[src/dac_pkg.sv]
// Shared constants and types of the DAC input format, routing and automute block.
// Assumes one system clock; all pins are asynchronous to it.
package dac_pkg;

  localparam int SAMPLE_W = 24;
  localparam int CTRL_W = 16;

  // Control word layout
  localparam int ADDR_LSB = 9;
  localparam logic [1:0] ADDR_OUTPUT_FORMAT = 2'h2;
  localparam logic [1:0] ADDR_INTERFACE_FORMAT = 2'h3;

  // Output/format register fields
  localparam int SOFT_MUTE_BIT = 0;
  localparam int WORD_LEN_LSB = 3;
  localparam int ROUTE_LSB = 5;
  localparam logic [8:0] OUTPUT_FORMAT_RESET = 9'h120;

  // Interface register fields
  localparam int FRAMING_BIT = 0;
  localparam int POLARITY_BIT = 1;
  localparam int RATE_LSB = 6;
  localparam int ZERO_DETECT_BIT = 8;
  localparam logic [8:0] INTERFACE_FORMAT_RESET = 9'h000;

  // Word length codes
  localparam logic [1:0] WLEN_16 = 2'h0;
  localparam logic [1:0] WLEN_20 = 2'h1;
  localparam logic [1:0] WLEN_24 = 2'h2;
  localparam logic [1:0] WLEN_18 = 2'h3;

  // Route codes per output
  localparam logic [1:0] ROUTE_MUTE = 2'h0;
  localparam logic [1:0] ROUTE_LEFT = 2'h1;
  localparam logic [1:0] ROUTE_RIGHT = 2'h2;
  localparam logic [1:0] ROUTE_MIX = 2'h3;

  // Rate group codes {bit7, bit6}
  localparam logic [1:0] RATE_44K1 = 2'h0;
  localparam logic [1:0] RATE_32K = 2'h1;
  localparam logic [1:0] RATE_48K = 2'h2;
  localparam logic [1:0] RATE_RESERVED = 2'h3;

  localparam int ZERO_RUN = 1024;
  localparam int ZERO_CNT_W = 11;

  typedef struct packed {
    logic [SAMPLE_W-1:0] left;
    logic [SAMPLE_W-1:0] right;
  } sample_pair_t;

  typedef struct packed {
    logic latch;
    logic shift_clk;
    logic serial_in;
    logic frame_clk;
    logic bit_clk;
    logic audio_data;
    logic mute_pin;
  } pins_t;

endpackage

[src/dac_fmt_route.sv]
// Serial audio input, format control, output routing and automute of a stereo DAC.
// Assumes the 3-wire control port and the audio link are asynchronous pins sampled by i_clk.
//
// Overview of operation
// - Word length from output/format bits 4:3: 16, 20, 24, 18 bits.
// - Bits 8:5 route each output: mute, left, right, or half sum.
// - Interface bit 0 selects right-justified (clear) or I2S (set) framing.
// - Interface bit 1 clear: frame clock high is left; set swaps channels.
// - Interface bits 7:6 select 44.1k, 32k or 48k group; both set reserved.
// - Each rate group covers half, base and double rates.
// - Zero-detect enable set: 1024 consecutive zero samples force output zero.
// - Mute output is off whenever enable, soft mute and mute pin are all clear.
// - Zero run counts only when both channels are zero together.
// - Zero-detect result gated by enable, then OR-ed with soft mute and the mute pin.
`timescale 1ns/10ps
module dac_fmt_route
  import dac_pkg::*;
(
  input wire logic i_clk,
  input wire logic i_rstn,
  input wire dac_pkg::pins_t i_pins,
  output dac_pkg::sample_pair_t o_audio,
  output logic o_audio_valid,
  output logic o_muted,
  output logic o_zero_latched,
  output logic [1:0] o_rate_group,
  output logic o_rate_reserved,
  output logic [8:0] o_output_format,
  output logic [8:0] o_interface_format
);
  import dac_pkg::*;

  ////////////////////////////////////////////////////////////////////////////
  // Pin synchronisers
  pins_t meta;
  pins_t sync;
  pins_t last;

  always_ff @(posedge i_clk or negedge i_rstn)
  begin
    if (!i_rstn)
    begin
      meta <= '0;
      sync <= '0;
      last <= '0;
    end
    else
    begin
      meta <= i_pins;
      sync <= meta;
      last <= sync;
    end
  end

  logic shift_rise;
  logic latch_rise;
  logic bit_rise;
  logic frame_edge;
  assign shift_rise = sync.shift_clk & ~last.shift_clk;
  assign latch_rise = sync.latch & ~last.latch;
  assign bit_rise = sync.bit_clk & ~last.bit_clk;
  assign frame_edge = sync.frame_clk ^ last.frame_clk;

  ////////////////////////////////////////////////////////////////////////////
  // Control port and registers
  logic [CTRL_W-1:0] ctrl_sr;
  logic [8:0] out_fmt;
  logic [8:0] if_fmt;
  logic [CTRL_W-1:0] next_ctrl_sr;
  logic [8:0] next_out_fmt;
  logic [8:0] next_if_fmt;

  always_comb
  begin
    next_ctrl_sr = ctrl_sr;
    next_out_fmt = out_fmt;
    next_if_fmt = if_fmt;
    if (shift_rise)
      next_ctrl_sr = {ctrl_sr[CTRL_W-2:0], sync.serial_in};
    if (latch_rise)
    begin
      if (ctrl_sr[ADDR_LSB+:2] == ADDR_OUTPUT_FORMAT)
        next_out_fmt = ctrl_sr[8:0];
      else if (ctrl_sr[ADDR_LSB+:2] == ADDR_INTERFACE_FORMAT)
        next_if_fmt = ctrl_sr[8:0];
    end
  end

  always_ff @(posedge i_clk or negedge i_rstn)
  begin
    if (!i_rstn)
    begin
      ctrl_sr <= '0;
      out_fmt <= OUTPUT_FORMAT_RESET;
      if_fmt <= INTERFACE_FORMAT_RESET;
    end
    else
    begin
      ctrl_sr <= next_ctrl_sr;
      out_fmt <= next_out_fmt;
      if_fmt <= next_if_fmt;
    end
  end

  logic [1:0] wlen;
  logic [1:0] route_l;
  logic [1:0] route_r;
  logic i2s_mode;
  logic swap_pol;
  logic zero_en;
  logic soft_mute;
  assign wlen = out_fmt[WORD_LEN_LSB+:2];
  assign route_l = out_fmt[ROUTE_LSB+:2];
  assign route_r = out_fmt[ROUTE_LSB+2+:2];
  assign soft_mute = out_fmt[SOFT_MUTE_BIT];
  assign i2s_mode = if_fmt[FRAMING_BIT];
  assign swap_pol = if_fmt[POLARITY_BIT];
  assign zero_en = if_fmt[ZERO_DETECT_BIT];
  // Rate group for the clock dividers, each covering half, base and double rate
  assign o_rate_group = {if_fmt[RATE_LSB+1], if_fmt[RATE_LSB]};
  assign o_rate_reserved = (o_rate_group == RATE_RESERVED);
  assign o_output_format = out_fmt;
  assign o_interface_format = if_fmt;

  ////////////////////////////////////////////////////////////////////////////
  // Word helpers
  function automatic logic [4:0] word_bits(input logic [1:0] code);
    case (code)
      WLEN_16: word_bits = 5'h10;
      WLEN_20: word_bits = 5'h14;
      WLEN_24: word_bits = 5'h18;
      WLEN_18: word_bits = 5'h12;
      default: word_bits = 5'h10;
    endcase
  endfunction

  // Left-aligns the low bits of a word into the full sample width
  function automatic logic [SAMPLE_W-1:0] align(input logic [SAMPLE_W-1:0] raw, input logic [1:0] code);
    case (code)
      WLEN_16: align = {raw[15:0], 8'h00};
      WLEN_20: align = {raw[19:0], 4'h0};
      WLEN_24: align = raw;
      WLEN_18: align = {raw[17:0], 6'h00};
      default: align = raw;
    endcase
  endfunction

  function automatic logic [SAMPLE_W-1:0] pick(input logic [1:0] sel, input sample_pair_t s);
    logic [SAMPLE_W:0] sum;
    sum = {s.left[SAMPLE_W-1], s.left} + {s.right[SAMPLE_W-1], s.right};
    case (sel)
      ROUTE_MUTE: pick = '0;
      ROUTE_LEFT: pick = s.left;
      ROUTE_RIGHT: pick = s.right;
      ROUTE_MIX: pick = sum[SAMPLE_W:1];
      default: pick = '0;
    endcase
  endfunction

  ////////////////////////////////////////////////////////////////////////////
  // Serial audio receiver and output stage
  logic [SAMPLE_W-1:0] data_sr;
  logic [SAMPLE_W-1:0] i2s_word;
  logic [5:0] bit_cnt;
  sample_pair_t held;
  logic [ZERO_CNT_W-1:0] zero_cnt;
  logic zero_latched;
  logic [SAMPLE_W-1:0] next_data_sr;
  logic [SAMPLE_W-1:0] next_i2s_word;
  logic [5:0] next_bit_cnt;
  sample_pair_t next_held;
  logic [ZERO_CNT_W-1:0] next_zero_cnt;
  logic next_zero_latched;
  sample_pair_t next_audio;
  logic next_valid;
  logic [SAMPLE_W-1:0] word;
  logic is_left;
  logic pair_done;
  logic both_zero;
  logic muted;

  always_comb
  begin
    next_data_sr = data_sr;
    next_i2s_word = i2s_word;
    next_bit_cnt = bit_cnt;
    next_held = held;
    next_zero_cnt = zero_cnt;
    next_zero_latched = zero_latched;
    next_audio = o_audio;
    next_valid = 1'b0;
    // Normal format takes the last bits before the frame edge, I2S the first after the delay bit
    word = align(i2s_mode ? i2s_word : data_sr, wlen);
    is_left = last.frame_clk ^ swap_pol;
    pair_done = frame_edge & ~is_left;
    both_zero = (held.left == '0) && (word == '0);
    muted = soft_mute | sync.mute_pin | (zero_latched & zero_en);
    if (frame_edge)
    begin
      next_bit_cnt = '0;
      if (is_left)
        next_held.left = word;
      else
        next_held.right = word;
    end
    else if (bit_rise)
    begin
      next_data_sr = {data_sr[SAMPLE_W-2:0], sync.audio_data};
      if (bit_cnt != 6'h3F)
        next_bit_cnt = bit_cnt + 6'h01;
      if (bit_cnt == {1'b0, word_bits(wlen)})
        next_i2s_word = next_data_sr;
    end
    if (pair_done)
    begin
      next_valid = 1'b1;
      if (both_zero)
      begin
        if (zero_cnt != ZERO_CNT_W'(ZERO_RUN))
          next_zero_cnt = zero_cnt + 1'b1;
        if (zero_cnt == ZERO_CNT_W'(ZERO_RUN - 1))
          next_zero_latched = 1'b1;
      end
      else
      begin
        next_zero_cnt = '0;
        next_zero_latched = 1'b0;
      end
      next_held.right = word;
      next_audio.left = muted ? '0 : pick(route_l, next_held);
      next_audio.right = muted ? '0 : pick(route_r, next_held);
    end
  end

  always_ff @(posedge i_clk or negedge i_rstn)
  begin
    if (!i_rstn)
    begin
      data_sr <= '0;
      i2s_word <= '0;
      bit_cnt <= '0;
      held <= '0;
      zero_cnt <= '0;
      zero_latched <= 1'b0;
      o_audio <= '0;
      o_audio_valid <= 1'b0;
      o_muted <= 1'b0;
    end
    else
    begin
      data_sr <= next_data_sr;
      i2s_word <= next_i2s_word;
      bit_cnt <= next_bit_cnt;
      held <= next_held;
      zero_cnt <= next_zero_cnt;
      zero_latched <= next_zero_latched;
      o_audio <= next_audio;
      o_audio_valid <= next_valid;
      o_muted <= muted;
    end
  end

  assign o_zero_latched = zero_latched;
endmodule

[config.mk]
export PLATFORM = sky130hd
export DESIGN_NAME = dac_fmt_route
export DESIGN_NICKNAME = d
export VERILOG_FILES = /design/src/dac_pkg.sv /design/src/dac_fmt_route.sv
export SDC_FILE = /design/constraint.sdc
export NUM_CORES = 1
export LEC_CHECK = 0
export BUFFER_PORTS_ARGS = -buffer_cell sky130_fd_sc_hd__buf_2
export CAP_MARGIN = 20
export CORE_MARGIN = 10
export CORE_UTILIZATION = 24
export CTS_CLUSTER_DIAMETER = 40
export DETAILED_ROUTE_END_ITERATION = 8
export GPL_TIMING_DRIVEN = 0
export MAX_ROUTING_LAYER = met4
export PLACE_DENSITY_LB_ADDON = 0.25
export SETUP_SLACK_MARGIN = 0.5
export SLEW_MARGIN = 10
export SYNTH_ARGS = -nofsm -noshare
export SYNTH_HDL_FRONTEND = slang
export SYNTH_SLANG_ARGS = --single-unit
export TNS_END_PERCENT = 10
[constraint.sdc]
create_clock -name i_clk -period 3.84 [get_ports i_clk]
set_input_delay 0.768 -clock i_clk [delete_from_list [all_inputs] [get_ports i_clk]]
set_output_delay 0.768 -clock i_clk [all_outputs]
set_load 0.01 [all_outputs]
Word-level counts from Yosys, hierarchy flattened:

Cells that the tools add are included.

* reductions and logical operators: 15
* bitwise logic cells: 15
* add/subtract/negate cells: 3
* mux-type cells: 20
* equal/unequal tests: 18

Operators by type and width (number)
* $pmux 24 s4: 3
* $mux 24: 5
* $logic_not 24->1: 2
* $mux 48: 1
* $add 24x24->25: 1
* $mux 11: 2
* $pmux 5 s4: 1
* $eq 2x2->1 const B: 9
* $mux 6: 3
* $add 11x1->11 const B: 1
* $eq 11x10->1 const B: 1
* $ne 11x11->1 const B: 1
* $mux 5: 2
* $reduce_and 2->1: 5
* $add 6x1->6 const B: 1
* $eq 2x1->1 const B: 3
* $eq 6x5->1: 1
* $logic_not 2->1: 3
* $ne 6x6->1 const B: 1
* $not 1->1: 6
* $reduce_and 3->1: 2
* $and 1x1->1: 5
* $ne 2x1->1 const B: 2
* $reduce_bool 2->1: 2
* 4 further kinds: 8

* register bits after elaboration: 187
* input port bits: 9
* logic and storage cells: 102

Logic depth before layout (Yosys ltp):

* word-level depth: 7
* depth in mapped cells: 17

Worst setup path before layout:

Ideal clock, no wire load.

* kind: register -> register
* from: register sync[3] in the netlist's numbering
* to: register o_audio[21] in the netlist's numbering
* setup slack: -0.104 ns
* cell stages (with the launch flop): 16
* arrival: 3.806 ns
* required time: 3.702 ns
* cell sequence: dfrtp_1 > nand2b_1 > o22ai_1 > buf_1 > clkbuf_1 > mux2i_1 > inv_1 > ha_1 > a21o_1 > a221o_1 > o211a_1 > o211ai_1 > a21boi_0 > o31ai_1 > xor2_1 > o21ai_0

RTL lines
* from (decl): RTL line dac_fmt_route.sv:36 `pins_t sync;`
* from (signal assigned): RTL line dac_fmt_route.sv:50 `sync <= meta;`
* to (signal assigned): RTL line dac_fmt_route.sv:257 `o_audio <= next_audio;`
* to (decl): RTL line dac_fmt_route.sv:22 `output dac_pkg::sample_pair_t o_audio,`

==> out/metrics.yaml <==
worst-slew-pin-transition_ns: 1.137
synth_ff_type: "dfrtp_1"
layout_common_cells: "181 x dfrtp_1, 90 x mux2_2, 81 x buf_2"
grtUsageTotal: 0.1423
first_iter_violations: 734
critPathArrivalTime_ns: 4.13
wirelength_um: 37500
synth_nets: 1034
syn2layout_area_growth_pct: 30.67
skew_ns: 0.01406
dpl-instance-area_um2: 12130
drv_slew: 0
tns_ns: 0
status: "complete, no violations"
crit_path_start_kind: "flop"
hold_path.class: "in -> async"
synth.yosys.warnings: 0
setup_viol: 0
mostFrequentLayoutCell: "dfrtp_1"
cp.required_ns: 4.21
ys_ff_latch: 187
fin_nets: 1180
drive_gt1_frac: 0.3838
grt-ovfl-total: 0
synth_cells: 998
die_x_um: 229.8
yosysUniqueCellTypes: 77
critPathKind: "reg -> reg"
hpwl_um: 26970
synth_area_per_cell_um2: 10.58
synth_edf_count: 0
maxCapViolCount: 0
min_period_over_period: 0.9793
synth_seq_area_share: 0.4434
clockRootBuffer: "clkbuf_16"
vias: 8898
dr.pass1.iters: 5
routed_via_density: 5.108
grt_pass1_vias: 8822
cp_max_fo: 5
clk_latency_ns: 0.47
numCtsBuffers: 17
final_hold_viol_count: 0
power.static_leakage_nw: 5.886
cp-end-kind: "flop"
placementRows: 76
ant_nets: 0
total_power_w: 0.01096
fp.dieArea_um2: 52790
fin_crit_ns: 3.760
grt_pass1_wl_um: 56000
rsz0062_at_grt: "true"
wire_per_inst_um: 21.53
hold-worst-slack_ns: 0.2005
drc: 0
ctsHoldBuffers: 0
h-tree-depth: 4
design_area_um2: 13800
diodes: 0
fmax_mhz: 265.9
gp_congestion: 0.9214
io_pins: 81
netlist_area_um2: 10560
antenna_found_initial: 0
clock-sinks: 187
powerDensity_nw_per_um2: 794.2
chipHeight_um: 229.8
clock_path_buffers: 2
ir_worst_vdd_uv: 355.4
numPortBuffers: 80
clk_pin_slew_worst_paths_ns: 0.08
grt_max_degree: 74
cts_tree: "built"
core_um2: 43270
ys_async_sr_fraction: 1.000
relSlewSlack: 0.2391
start_util: 0.2440
## power by group
part           total (W)  internal, W  leakage, nW  switching [W]
Combinational    0.00642      0.00282         3.14        0.00361
Clock            0.00178     0.000863        0.272       0.000915
Sequential       0.00276      0.00236         2.48       0.000395
## cell families (layout without fill, tap and decap cells)
family | Yosys count | in the layout | synth area share
simple gates | 275 | 275 | 0.1267
compound gates | 244 | 244 | 0.1533
flops | 187 | 187 | 0.4434
mux | 153 | 153 | 0.1856
buf+inv | 83 | 242 | 0.03413
fa+ha+maj | 28 | 28 | 0.03365
xor+xnor | 28 | 28 | 0.02323
## routing by layer
layer | GRT usage | wire [um] | vias to the layer above
met5 | - | 0 | -
met3 | 0.02918 | 2055 | 57
met2 | 0.2193 | 17370 | 288
met4 | 0.05015 | 1005 | 0
li1 | - | - | 4016
met1 | 0.1825 | 17070 | 4537
## worst paths after layout
check,to,slack [ns],cells after the start,from
worst max-delay path,o_audio[44]$_DFFE_PN0P_,0.08,13,o_interface_format[0]$_DFFE_PN0P_
worst min-delay path,meta[4]$_DFF_PN0_,0.20,1,i_rstn
worst max register to register,o_audio[44]$_DFFE_PN0P_,0.08,13,o_interface_format[0]$_DFFE_PN0P_
worst min register to register,sync[1]$_DFF_PN0_,0.35,0,meta[1]$_DFF_PN0_
max in group asynchronous,o_audio[8]$_DFFE_PN0P_,2.92,2,i_rstn
min in group i_clk,sync[1]$_DFF_PN0_,0.35,0,meta[1]$_DFF_PN0_
## critical path, cell delays in order (launching register included)
cell       delay (ns)
dfrtp_2          0.48
bufbuf_16        0.31
mux2_4           0.33
mux4_2           0.55
mux2_4           0.32
ha_4             0.25
a21oi_4          0.17
o21ai_2          0.09
a2111oi_2        0.33
or3_4            0.20
nor2_1           0.04
a211oi_2         0.26
mux2i_1          0.11
o31ai_1          0.22
## metrics by stage
step                worst slack (ns)  utilization  instances
floorplan                     0.4027            -        998
global placement              -1.655       0.2787       1663
detailed placement           -0.7634       0.2802       1665
CTS                          0.05439       0.3087       1725
global route                -0.02237       0.3189       1742
finish                       0.07965       0.3189       1742
## synthesized netlist by cell type (7+ instances only)
library cell  number  area [um^2]
buf_2              9        45.04
nor2b_1            8        50.05
o31ai_1            8        60.06
xor2_1            11        96.34
a21oi_1           56        280.3
mux2i_1           26        260.3
o21ai_0           63        315.3
o211ai_1           8        60.06
nand4_1           12        75.07
a22o_1            11        96.34
nand3_1           18        90.09
nand2_1           73        274.0
mux4_2            22        495.5
nor2_1            85        319.1
a22oi_1           22        165.2
a222oi_1           9        90.09
nor4_1            12        75.07
clkbuf_1          36        135.1
ha_1              26        325.3
mux2_2           102         1149
and3_1             7        43.79
nand2b_1          13        81.33
a211oi_1          10        75.07
a31oi_1            8        50.05
xnor2_1           17        148.9
nor3_1            14        70.07
or2_2              8        50.05
inv_1             26        97.59
dfrtp_1          185         4629
## sequential cells by signal (all words and copies together) (netlist names)
register            flops
held                   24
i2s_word               24
o_interface_format      9
o_zero_latched          1
o_audio                48
sync                    7
meta                    7
o_audio_valid           1
zero_cnt               11
o_muted                 1
ctrl_sr                11
last                    4
data_sr                24
o_output_format         9
bit_cnt                 6
## layout make-up
cell class                      count  area [um^2]
Fill cell                        4399        29470
Multi-Input combinational cell    728         6395
Sequential cell                   187         4687
Timing Repair Buffer              127        878.3
Tap cell                          585        732.0
Clock buffer                       17        425.4
Buffer                             56        425.4
Clock inverter                     15        150.1
Inverter                           27        103.9
## repair_timing
item	in CTS	in global routing
pin swaps	14	31
cloned	1	1
setup endpoints to repair	38	38
gates resized for setup	89	74
setup buffers	27	16
Note: power is estimated with default switching activity, not from simulation.
